### src/mbx_pkg.sv
// Purpose: shared constants and carriers for the fieldbus request checker
// Assumes: one 40 MHz clock, synchronous active-low reset
// Notes:   error codes, function codes and CRC constants live here
package mbx_pkg;
  localparam int          CLK_PERIOD_NS  = 25;
  localparam logic [7:0]  FC_READ        = 8'h03;
  localparam logic [7:0]  FC_WRITE       = 8'h06;
  localparam logic [7:0]  FC_WRITE_MULTI = 8'h10;
  localparam logic [7:0]  FC_EXC_BIT     = 8'h80;
  localparam logic [7:0]  EC_NONE        = 8'h00;
  localparam logic [7:0]  EC_BAD_FUNC    = 8'h01;
  localparam logic [7:0]  EC_BAD_ADDR    = 8'h02;
  localparam logic [7:0]  EC_BAD_DATA    = 8'h03;
  localparam logic [7:0]  EC_OP_FAIL     = 8'h04;
  localparam logic [7:0]  EC_PASSWORD    = 8'h05;
  localparam logic [7:0]  EC_FRAME       = 8'h06;
  localparam logic [7:0]  EC_READ_ONLY   = 8'h07;
  localparam logic [7:0]  EC_RUN_LOCK    = 8'h08;
  localparam logic [7:0]  EC_SYS_LOCKED  = 8'h09;
  localparam logic [15:0] CRC_INIT       = 16'hffff;
  localparam logic [15:0] CRC_POLY       = 16'ha001;
  localparam logic [15:0] RESET_WORD     = 16'h0000;
  localparam logic [7:0]  RESET_BYTE     = 8'h00;
  localparam logic [3:0]  SCALE_MAX_DEC  = 4'h4;
  localparam logic [3:0]  RESET_CNT      = 4'h0;
  localparam logic [3:0]  EXC_LEN        = 4'h5;
  localparam logic [3:0]  ECHO_LEN       = 4'h8;
  localparam logic [3:0]  READ_LEN       = 4'h7;

  // Decoded request as it arrives from the frame receiver
  typedef struct packed {
    logic [7:0]  slave;
    logic [7:0]  func;
    logic [15:0] addr;
    logic [15:0] data;
    logic [15:0] crc_rx;
    logic [3:0]  len;
  } mbx_req_s;

  // Facts about the addressed parameter from the drive side
  typedef struct packed {
    logic        addr_ok;
    logic        read_only;
    logic        run_locked;
    logic        range_ok;
    logic        pwd_addr;
    logic [3:0]  decimals;
    logic [15:0] stored;
  } mbx_par_s;

  typedef struct packed {
    logic [15:0] value;
    logic        store;
  } mbx_wr_s;
endpackage : mbx_pkg

### src/mbx_exc_scale.sv
// Notes on behaviour
// - Decimal values exchanged as value times ten^n
// - Writes divided by scale, reads multiplied back
// - Good request echoes function code unchanged
// - Failed request sets function code top bit
// - Exception: address, code, error byte, CRC
// - Unknown function or fault state gives 01H
// - Malformed data field gives 03H
// - Out-of-range parameter setting gives 04H
// - Wrong password at check address gives 05H
// - Bad length or CRC gives 06H
// - Write to read-only parameter gives 07H
// - Run-locked write while running gives 08H
// - Locked by password gives 09H
//
// Purpose: checks a decoded request, scales data, emits the reply bytes
// Assumes: frame bytes and decoded request arrive from a receiver
// Notes:   reply leaves at most one byte every two cycles under byte_rdy_in
`timescale 1ns/1ps
`default_nettype none
module mbx_exc_scale
  import mbx_pkg::*;
#(
  parameter int MAX_QTY = 12
)
(
  input  wire logic        mclk_in,
  input  wire logic        rst_n_in,
  input  wire logic        rx_start_in,
  input  wire logic        rx_byte_vld_in,
  input  wire logic [7:0]  rx_byte_in,
  input  wire logic        req_vld_in,
  input  wire mbx_req_s    req_in,
  input  wire mbx_par_s    par_in,
  input  wire logic        fault_in,
  input  wire logic        running_in,
  input  wire logic [15:0] user_password_setting_in,
  input  wire logic        byte_rdy_in,
  output logic             busy_out,
  output logic             byte_vld_out,
  output logic      [7:0]  byte_out,
  output logic             reply_done_out,
  output mbx_wr_s          wr_out,
  output logic      [7:0]  err_out
);
  typedef enum logic [2:0] {
    ST_IDLE  = 3'b001,
    ST_CHECK = 3'b010,
    ST_SEND  = 3'b100
  } mbx_state_e;

  mbx_state_e  state;
  mbx_req_s    req;
  mbx_par_s    par;
  logic [7:0]  err;
  logic [7:0]  next_err;
  logic [15:0] rd_val;
  logic [15:0] next_rd;
  logic [15:0] wr_val;
  logic [3:0]  idx;
  logic [3:0]  tx_len;
  logic [15:0] rx_crc;
  logic [15:0] tx_crc;
  logic [15:0] crc_hold;
  logic [7:0]  tx_byte;
  logic        unlocked;
  logic        is_read;
  logic        is_write;
  logic        func_ok;
  logic        fire;
  logic        ld_wait;
  logic [15:0] pow10;
  logic [31:0] prod;

  // Receive side CRC over the whole frame, residue zero when intact
  mbx_crc u_rx_crc (
    .mclk_in     (mclk_in),
    .rst_n_in    (rst_n_in),
    .start_in    (rx_start_in),
    .byte_vld_in (rx_byte_vld_in),
    .byte_in     (rx_byte_in),
    .crc_out     (rx_crc)
  );

  // Transmit side CRC over the reply bytes already sent
  mbx_crc u_tx_crc (
    .mclk_in     (mclk_in),
    .rst_n_in    (rst_n_in),
    .start_in    (state == ST_CHECK),
    .byte_vld_in (fire && idx < tx_len - 4'h2),
    .byte_in     (tx_byte),
    .crc_out     (tx_crc)
  );

  assign is_read  = (req.func == FC_READ);
  assign is_write = (req.func == FC_WRITE);
  assign func_ok  = is_read || is_write;
  assign fire     = byte_vld_out && byte_rdy_in;

  // Scale m = 10^n, n from the parameter's decimal places
  always_comb begin
    pow10 = 16'h0001;
    for (int i = 0; i < SCALE_MAX_DEC; i++) begin
      if (i < par.decimals) begin
        pow10 = 16'(pow10 * 16'h000a);
      end
    end
  end

  // The stored form is the engineering value; the bus form is times m
  assign prod    = 32'(par.stored) * 32'(pow10);
  assign next_rd = prod[15:0];
  assign wr_val  = 16'(req.data / pow10);

  // Priority: frame first, then function, lock, address, data, write checks
  always_comb begin
    next_err = EC_NONE;
    if (rx_crc != RESET_WORD || !(req.len == ECHO_LEN)) begin
      next_err = EC_FRAME;
    end else if (!func_ok || fault_in) begin
      next_err = EC_BAD_FUNC;
    end else if (user_password_setting_in != RESET_WORD && !unlocked && !par.pwd_addr) begin
      next_err = EC_SYS_LOCKED;
    end else if (!par.addr_ok || (is_read && 32'(req.data) > 32'(MAX_QTY))) begin
      next_err = EC_BAD_ADDR;
    end else if (is_read && req.data == RESET_WORD) begin
      next_err = EC_BAD_DATA;
    end else if (is_write && par.pwd_addr) begin
      if (req.data != user_password_setting_in) begin
        next_err = EC_PASSWORD;
      end
    end else if (is_write && par.read_only) begin
      next_err = EC_READ_ONLY;
    end else if (is_write && par.run_locked && running_in) begin
      next_err = EC_RUN_LOCK;
    end else if (is_write && !par.range_ok) begin
      next_err = EC_OP_FAIL;
    end
  end

  always_ff @(posedge mclk_in) begin
    if (!rst_n_in) begin
      state <= ST_IDLE;
    end else begin
      case (state)
        ST_IDLE:  state <= req_vld_in ? ST_CHECK : ST_IDLE;
        ST_CHECK: state <= ST_SEND;
        ST_SEND:  state <= (fire && idx == tx_len - 4'h1) ? ST_IDLE : ST_SEND;
        default:  state <= ST_IDLE;
      endcase
    end
  end

  always_ff @(posedge mclk_in) begin
    if (!rst_n_in) begin
      req <= '0;
      par <= '0;
    end else if (state == ST_IDLE && req_vld_in) begin
      req <= req_in;
      par <= par_in;
    end
  end

  always_ff @(posedge mclk_in) begin
    if (!rst_n_in) begin
      err    <= EC_NONE;
      rd_val <= RESET_WORD;
      tx_len <= RESET_CNT;
    end else if (state == ST_CHECK) begin
      err    <= next_err;
      rd_val <= next_rd;
      // Exception frames hold no data field
      tx_len <= (next_err != EC_NONE) ? EXC_LEN : (is_read ? READ_LEN : ECHO_LEN);
    end
  end

  // Unlock lasts until reset; a later wrong password does not relock
  always_ff @(posedge mclk_in) begin
    if (!rst_n_in) begin
      unlocked <= 1'b0;
    end else if (state == ST_CHECK && next_err == EC_NONE && is_write && par.pwd_addr) begin
      unlocked <= 1'b1;
    end
  end

  // Store only after all checks passed, CRC included
  always_ff @(posedge mclk_in) begin
    if (!rst_n_in) begin
      wr_out <= '0;
    end else begin
      wr_out.store <= (state == ST_CHECK) && next_err == EC_NONE && is_write && !par.pwd_addr;
      wr_out.value <= wr_val;
    end
  end

  always_ff @(posedge mclk_in) begin
    if (!rst_n_in) begin
      idx <= RESET_CNT;
    end else if (state == ST_CHECK) begin
      idx <= RESET_CNT;
    end else if (fire) begin
      idx <= idx + 4'h1;
    end
  end

  always_ff @(posedge mclk_in) begin
    if (!rst_n_in) begin
      crc_hold <= CRC_INIT;
    end else if (fire && idx == tx_len - 4'h2) begin
      // Sum is final once the low byte leaves, whatever the drain rate
      crc_hold <= tx_crc;
    end
  end

  // Reply byte by position
  always_comb begin
    tx_byte = RESET_BYTE;
    if (idx == 4'h0) begin
      tx_byte = req.slave;
    end else if (idx == 4'h1) begin
      tx_byte = (err != EC_NONE) ? (req.func | FC_EXC_BIT) : req.func;
    end else if (err != EC_NONE) begin
      tx_byte = (idx == 4'h2) ? err : RESET_BYTE;
    end else if (is_read) begin
      case (idx)
        4'h2:    tx_byte = 8'h02;
        4'h3:    tx_byte = rd_val[15:8];
        4'h4:    tx_byte = rd_val[7:0];
        default: tx_byte = RESET_BYTE;
      endcase
    end else begin
      case (idx)
        4'h2:    tx_byte = req.addr[15:8];
        4'h3:    tx_byte = req.addr[7:0];
        4'h4:    tx_byte = req.data[15:8];
        4'h5:    tx_byte = req.data[7:0];
        default: tx_byte = RESET_BYTE;
      endcase
    end
    // Trailing check word, low byte first
    if (idx == tx_len - 4'h2) begin
      tx_byte = tx_crc[7:0];
    end else if (idx == tx_len - 4'h1) begin
      tx_byte = crc_hold[15:8];
    end
  end

  // Registered byte costs one idle cycle per byte; output stays glitch free
  always_ff @(posedge mclk_in) begin
    if (!rst_n_in) begin
      ld_wait  <= 1'b1;
      byte_out <= RESET_BYTE;
    end else begin
      ld_wait  <= (state == ST_CHECK) || fire;
      byte_out <= tx_byte;
    end
  end

  assign byte_vld_out   = (state == ST_SEND) && !ld_wait;
  assign busy_out       = (state != ST_IDLE);
  assign reply_done_out = fire && idx == tx_len - 4'h1;
  assign err_out        = err;

  a_exc_code_bit: assert property (@(posedge mclk_in) disable iff (!rst_n_in)
    (state == ST_SEND && idx == 4'h1 && err != EC_NONE) |-> tx_byte[7] == 1'b1)
    else $error("exception code lacks top bit");
  a_echo_code: assert property (@(posedge mclk_in) disable iff (!rst_n_in)
    (state == ST_SEND && idx == 4'h1 && err == EC_NONE) |-> tx_byte == req.func)
    else $error("function code not echoed");
  a_exc_length: assert property (@(posedge mclk_in) disable iff (!rst_n_in)
    (state == ST_SEND && err != EC_NONE) |-> tx_len == EXC_LEN)
    else $error("exception frame length wrong");
  a_crc_store: assert property (@(posedge mclk_in) disable iff (!rst_n_in)
    (state == ST_CHECK && rx_crc != RESET_WORD) |=> err == EC_FRAME && !wr_out.store)
    else $error("bad frame accepted");
  a_fault_func: assert property (@(posedge mclk_in) disable iff (!rst_n_in)
    (state == ST_CHECK && rx_crc == RESET_WORD && req.len == ECHO_LEN && fault_in)
      |=> err == EC_BAD_FUNC)
    else $error("fault state not reported");
  a_ro_write: assert property (@(posedge mclk_in) disable iff (!rst_n_in)
    (state == ST_CHECK && next_err == EC_READ_ONLY) |=> !wr_out.store && err == EC_READ_ONLY)
    else $error("read-only parameter written");
  a_run_lock: assert property (@(posedge mclk_in) disable iff (!rst_n_in)
    (state == ST_CHECK && next_err == EC_RUN_LOCK) |-> running_in && par.run_locked)
    else $error("run lock without running");
  a_scaled_read: assert property (@(posedge mclk_in) disable iff (!rst_n_in)
    (state == ST_CHECK && par.decimals == 4'h1) |=> rd_val == 16'(par.stored * 16'h000a))
    else $error("read value not scaled");
  a_reply_byte: assert property (@(posedge mclk_in) disable iff (!rst_n_in)
    byte_vld_out |-> byte_out == tx_byte)
    else $error("reply byte not presented");
  a_reply_bound: assert property (@(posedge mclk_in) disable iff (!rst_n_in)
    (state == ST_CHECK) |=> state == ST_SEND)
    else $error("reply not started");
endmodule // mbx_exc_scale
`default_nettype wire

### src/mbx_crc.sv
// Purpose: bytewise 16-bit fieldbus CRC, one byte per cycle
// Assumes: bytes of a frame arrive in order, start clears the sum
// Notes:   loop over eight bit steps unrolled in one cycle
`timescale 1ns/1ps
`default_nettype none
module mbx_crc
  import mbx_pkg::*;
(
  input  wire logic        mclk_in,
  input  wire logic        rst_n_in,
  input  wire logic        start_in,
  input  wire logic        byte_vld_in,
  input  wire logic [7:0]  byte_in,
  output logic      [15:0] crc_out
);
  logic [15:0] crc;
  logic [15:0] next_crc;

  always_comb begin
    next_crc = (start_in ? CRC_INIT : crc) ^ {8'h00, byte_in};
    for (int i = 0; i < 8; i++) begin
      next_crc = next_crc[0] ? ((next_crc >> 1) ^ CRC_POLY) : (next_crc >> 1);
    end
  end

  always_ff @(posedge mclk_in) begin
    if (!rst_n_in) begin
      crc <= CRC_INIT;
    end else if (byte_vld_in) begin
      crc <= next_crc;
    end else if (start_in) begin
      crc <= CRC_INIT;
    end
  end

  assign crc_out = crc;
endmodule // mbx_crc
`default_nettype wire

### config.mk
export PLATFORM = sky130hd
export DESIGN_NAME = mbx_exc_scale
export DESIGN_NICKNAME = d
export VERILOG_FILES = /design/src/mbx_pkg.sv /design/src/mbx_exc_scale.sv /design/src/mbx_crc.sv
export SDC_FILE = /design/constraint.sdc
export NUM_CORES = 1
export LEC_CHECK = 0
export ABC_AREA = 1
export BUFFER_PORTS_ARGS = -buffer_cell sky130_fd_sc_hd__buf_2
export CORE_ASPECT_RATIO = 1.4
export CORE_UTILIZATION = 55
export CTS_CLUSTER_SIZE = 8
export DETAILED_ROUTE_END_ITERATION = 10
export GPL_ROUTABILITY_DRIVEN = 0
export GPL_TIMING_DRIVEN = 0
export PLACE_DENSITY_LB_ADDON = 0.08
export SLEW_MARGIN = 20
export SYNTH_ARGS = -nofsm -noshare
export SYNTH_HDL_FRONTEND = slang
export SYNTH_SLANG_ARGS = --single-unit
### constraint.sdc
create_clock -name mclk_in -period 35.8 [get_ports mclk_in]
set_input_delay 8.95 -clock mclk_in [delete_from_list [all_inputs] [get_ports mclk_in]]
set_output_delay 8.95 -clock mclk_in [all_outputs]
set_load 0.01 [all_outputs]
* Word-level counts from Yosys, hierarchy flattened
Cells that the tools add are included.
Word-level totals: output and inout port bits 36, register bits after elaboration 187, bits of input ports 125, word-level logic and storage cells 161
Cells by class: bitwise operators 19, add/sub/neg operators 3, equal/unequal tests 15, multipliers 4, multiplexer cells 49, div/mod/pow operators 1, reductions and logical operators 39, magnitude comparators 6
Operator list (count):
- 16-bit 2-to-1 mux | 23
- 8-bit 2-to-1 mux | 14
- 16-bit by 3-bit multiplier with 15-bit output, second input constant | 3
- 2-bit inverter with 3-bit output | 16
- 8-bit one-hot mux with 4 select lines | 1
- 16-bit nonzero test | 2
- 16-bit by 8-bit XOR with 16-bit output | 2
- 8-bit one-hot mux with 3 select lines | 1
- 4-bit 2-to-1 mux | 5
- 1-bit logical AND | 19
- 16-bit by 16-bit divider with 16-bit output | 1
- 16-bit by 4-bit > comparator with 1-bit output, second input constant | 1
- 16-bit logical NOT | 1
- 16-bit by 16-bit multiplier with 16-bit output | 1
- 16-bit != test | 1
- 8-bit nonzero test | 2
- 3-bit 2-to-1 mux | 3
- 3-bit one-hot mux with 3 select lines | 1
- 4-bit by 2-bit == test with 1-bit output, second input constant | 2
- 4-bit by 3-bit == test with 1-bit output, second input constant | 2
- 4-bit == test | 2
- 8-bit by 2-bit == test with 1-bit output, second input constant | 1
- 8-bit by 3-bit == test with 1-bit output, second input constant | 1
- 8-bit logical NOT | 1
- 18 further kinds | 30

* Longest topological paths before layout
depth in word-level cells 26, gate-level depth with buffers 246

* By module
Synthesis repeated with hierarchy kept, for this count alone.
Unflattened totals: cells, all modules 2755, area total of the unflattened synthesis 19225.9 um^2
Modules (own cells, without submodules):
- mbx_exc_scale | area each 16903.7 um^2, cells an instance 2411, instances 1, seq. area each 2842.7 um^2
- mbx_crc | area each 1161.1 um^2, cells an instance 172, instances 2, seq. area each 320.3 um^2

* Worst setup path after synthesis
OpenSTA, ideal clock, no wires.
kind reg2reg, start reg par[19] (netlist name), end reg wr_out[1] (netlist name), period minus slack after synthesis 25.769 ns, cell stages (with the launch flop) 232, slack 10.031 ns, arrival 25.636 ns, required time 35.668 ns, path through dfxtp_1 -> nor2_8 -> inv_2 -> buf_6 -> nor2_1 -> inv_1 -> nor2_1 -> inv_1 -> ha_1 -> inv_1 -> nand3_2 -> o21ai_0 -> nor2_1 -> clkinv_1 -> ha_1 -> inv_1 -> o21bai_1 -> nand3_4 -> [... 196 more ...] -> nand3_2 -> inv_1 -> buf_4 -> o21ai_0 -> ha_1 -> a21boi_0 -> o21a_1 -> o21ai_0 -> nand2_1 -> a21oi_1 -> o21bai_1 -> a21o_1 -> a21oi_1 -> o221ai_1 -> nand3_1 -> nand2_1 -> a211oi_1 -> a21oi_1
Between the ends: cells in the longest elaborated chain, start to end 9, elaborated cells between the ends (all ways) 12, classes of those cells mul: 3; div: 1; order compare: 4; mux: 4
Ends and longest elaborated chain:
- start: declaration | line mbx_exc_scale.sv:54 | mbx_par_s par;
- start signal: assignment | line mbx_exc_scale.sv:160 | par <= par_in;
- 1-bit by 4-bit less-than comparator with 1-bit output | line mbx_exc_scale.sv:104 | if (i < par.decimals) begin
- 4-bit 2-to-1 mux | line mbx_exc_scale.sv:104
- 16-bit by 3-bit multiplier with 15-bit output | line mbx_exc_scale.sv:105 | pow10 = 16'(pow10 * 16'h000a);
- 16-bit 2-to-1 mux | line mbx_exc_scale.sv:104
- 16-bit by 3-bit multiplier with 15-bit output | line mbx_exc_scale.sv:105
- 16-bit 2-to-1 mux | line mbx_exc_scale.sv:104
- 16-bit by 3-bit multiplier with 15-bit output | line mbx_exc_scale.sv:105
- 16-bit 2-to-1 mux (*) | line mbx_exc_scale.sv:104
- 16-bit by 16-bit divider with 16-bit output (*) | line mbx_exc_scale.sv:113 | assign wr_val = 16'(req.data / pow10);
- end: declaration | line mbx_exc_scale.sv:43 | output mbx_wr_s wr_out,
Mark *: on every way between the ends. The rest lies on a longest branch, timed or not. A chain may end at the register's enable or synchronous reset.

* Worst setup path after layout
Same ends and word-level chain as after synthesis.

==> metrics.md <==
| Metric | Value |
|---|---|
| CTS buffer count | `17` |
| Max Fclk | `32.1 MHz` |
| Setup-failing EPs final | `0` |
| Area Overhead vs Synth | `10.0%` |
| Core box area | `33,400 um^2` |
| Post-DP HPWL | `42.8 mm` |
| Slew HR | `28.5%` |
| Setup crit end kind | `register` |
| GRT Total Usage | `31.5%` |
| Clock Tree Buf Depth | `2` |
| Ys flop type | `dfxtp_1` |
| Worst-path maximum fanout | `23` |
| Worst EP required | `36.11 ns` |
| YS warnings | `0` |
| H-tree depth | `4` |
| Sink Count | `174` |
| Routed wire length | `53.3 mm` |
| Slew Viols, Final | `0` |
| Ant diodes | `0` |
| Vias in the first global route | `17,700` |
| Pin count of the biggest net entering global routing | `25` |
| Most used cell, CP | `nand2_1` |
| Overall die height | `220 um` |
| Status | `finished clean` |
| First-pass GRT wire length | `84.8 mm` |
| Ports | `161` |
| Slowest-stage cell, CP | `clkinv_1` |
| Top cell type's share of synthesized area | `18.6%` |
| CTS resizes | `0` |
| Largest cells by area after synthesis | `dfxtp_1 19%, ha_1 14%, nand2_1 11%` |
| Skew-Pair Late Insertion Delay | `0.47 ns` |
| Tmin final | `31.18 ns` |
| Reg clk slew, reported paths | `0.08 ns` |
| Cell Area, Synth | `18,700 um^2` |
| Async SR Flop Fraction | `0%` |
| Least-Margin Pin Slew | `1.07 ns` |
| Final Cycle Share | `87.1%` |
| Sequential share of the synthesized area | `18.6%` |
| Synth Instances | `2,688` |
| Worst Setup Start Kind | `register` |
| Violation count after the first detailed-route iteration | `831` |
| Worst min-delay path class | `reg2reg` |
| Yosys reg bits | `174` |
| Dpl ws | `4.97 ns` |
| Initial Utilization | `56.1%` |
| Die X-Extent | `158 um` |
| Placed Area | `20,000 um^2` |
| Total die area | `34,800 um^2` |
| Total vias in the final route | `18,000` |
| Crit path DAT | `31.49 ns` |
| Cts hold-fix bufs | `0` |
| Final nets | `3,268` |
| Initial antenna violation count | `0` |
| Fin worst setup slack | `4.62 ns` |
| Final instance area | `20,600 um^2` |
| EDFF count, synth | `0` |
| Max-cap viol count | `0` |
| Post-route ant nets | `0` |
| Number of setup buffers added after CTS | `0` |
| Hold Violations, Final | `0` |
| Rows | `79` |
| Fraction of layout cells with a size suffix above 1 | `12.9%` |
| DR pass1 iterations | `5` |
| Residual DRC | `0` |
| WL per Instance | `16.1 um` |
| GRT Residual Overflow | `0` |
| CTS tree | `yes` |
| Synth area leader | `dfxtp_1` |
| Syn avg cell area | `6.97 um^2` |
| Final setup TNS | `0 ns` |
| Final Skew | `0.0184 ns` |
| Root Buffer | `clkbuf_16` |
| Final core occ | `61.7%` |
| Netlist cell types | `63` |
| Port-buffer cells | `139` |
| RSZ-0062 raised after global routing | `no` |
| Crit Path Class | `reg2reg` |
| Slowest cell delay on critical path | `1.02 ns` |
| Vias per inst | `5.45` |
==> worst paths after layout <==
check / to / from / depth (start not counted) / slack, ns
setup reg to reg: wr_out[1]$_SDFF_PN0_ / par[19]$_SDFFE_PN0P_ / 234 / 4.62
hold reg to reg: req[3]$_SDFFE_PN0P_ / req[3]$_SDFFE_PN0P_ / 2 / 0.46
setup / recovery: wr_out[1]$_SDFF_PN0_ / par[19]$_SDFFE_PN0P_ / 234 / 4.62
hold / removal: req[3]$_SDFFE_PN0P_ / req[3]$_SDFFE_PN0P_ / 2 / 0.46
==> cell usage after synthesis, drive strengths merged (6+ instances only) <==
master  count
nor3       15
and2       12
o21bai     15
nand3b      7
xor2       73
nand2     581
fa         82
o211ai     30
o32ai       7
ha        212
buf        30
nand3     148
a21oi     132
or2        41
o22ai       8
xnor2      48
a21o        9
nor4       19
dfxtp     174
inv       403
nand4      24
clkinv      6
clkbuf     67
o21ai     227
o221ai     15
nor2      275
==> cell type report <==
cell class                      instances  area [um^2]
Inverter                              409         1550
Multi-Input combinational cell       2011        13200
Sequential cell                       174         3480
Timing Repair Buffer                  139          696
Buffer                                 97          467
Tap cell                              445          557
Fill cell                            3236        12800
Clock buffer                           18          439
Clock inverter                         13          174
==> metrics by stage <==
step | hold slack, ns | std cells
2_1_floorplan | 0.421 | 2691
3_3_place_gp | 0.438 | 3275
3_5_place_dp | 0.446 | 3275
4_1_cts | 0.458 | 3306
5_1_grt | 0.478 | 3306
6_report | 0.459 | 3306
==> per-layer routing <==
| metal | share of wire [%] | track usage (%) |
|---|---|---|
| met5 | 0 | 0 |
| met4 | 4.9 | 16.8 |
| met3 | 3.9 | 3.68 |
| met2 | 52 | 59.9 |
| met1 | 39 | 33.4 |
==> critical path, delay by kind of cell, from the launching register on <==
kind,cells,cell delay [ns]
buf+inv,31,4.17
compound gates,55,7.77
flops,1,0.43
simple gates,132,13.00
fa+ha+maj,16,5.52
==> logic make-up (layout without fill, tap and decap cells) <==
kind of cell / after synthesis / in the layout / synth area share, %
compound gates: 468 / 468 / 14.9
xor+xnor: 121 / 121 / 5.66
fa+ha+maj: 294 / 294 / 22.9
buf+inv: 506 / 676 / 10.7
flops: 174 / 174 / 18.6
other cells: 1 / 4 / 0.0200
simple gates: 1124 / 1124 / 27.2
==> cells in the final DEF (no fill, tap or decap), types with 7 or more instances in the layout <==
cell | Yosys | final
clkbuf_16 | 0 | 17
nand2_4 | 9 | 9
o21ai_1 | 32 | 32
xnor2_1 | 48 | 48
buf_2 | 7 | 146
and2_1 | 12 | 12
nor2_1 | 264 | 264
nand3_2 | 18 | 18
o221ai_1 | 15 | 15
a21o_1 | 9 | 9
nor4_1 | 18 | 18
o21ai_2 | 29 | 29
fa_1 | 82 | 82
o22ai_1 | 8 | 8
or2_1 | 7 | 7
a21oi_1 | 127 | 127
dfxtp_1 | 174 | 174
nand2_2 | 39 | 39
xor2_1 | 73 | 73
ha_1 | 212 | 212
clkbuf_1 | 67 | 67
or2_2 | 34 | 34
buf_4 | 10 | 10
nor3_1 | 15 | 15
inv_2 | 15 | 15
o32ai_1 | 7 | 7
nand4_1 | 24 | 24
o21ai_0 | 166 | 166
o21bai_1 | 11 | 11
nand2_1 | 531 | 531
inv_1 | 384 | 384
o211ai_1 | 29 | 29
nand3b_1 | 7 | 7
nand3_1 | 129 | 129
==> registers in the layout, indices dropped and copies added (netlist names), 8 cells and up <==
register,flops
crc_hold,8
req,52
par,25
u_rx_crc.crc_out,16
byte_out,8
rd_val,16
u_tx_crc.crc_out,16
wr_out,17
Power is left out: the tool's default activity adds up to more than one toggle a clock period on the data nets, which glitch-free logic cannot reach.
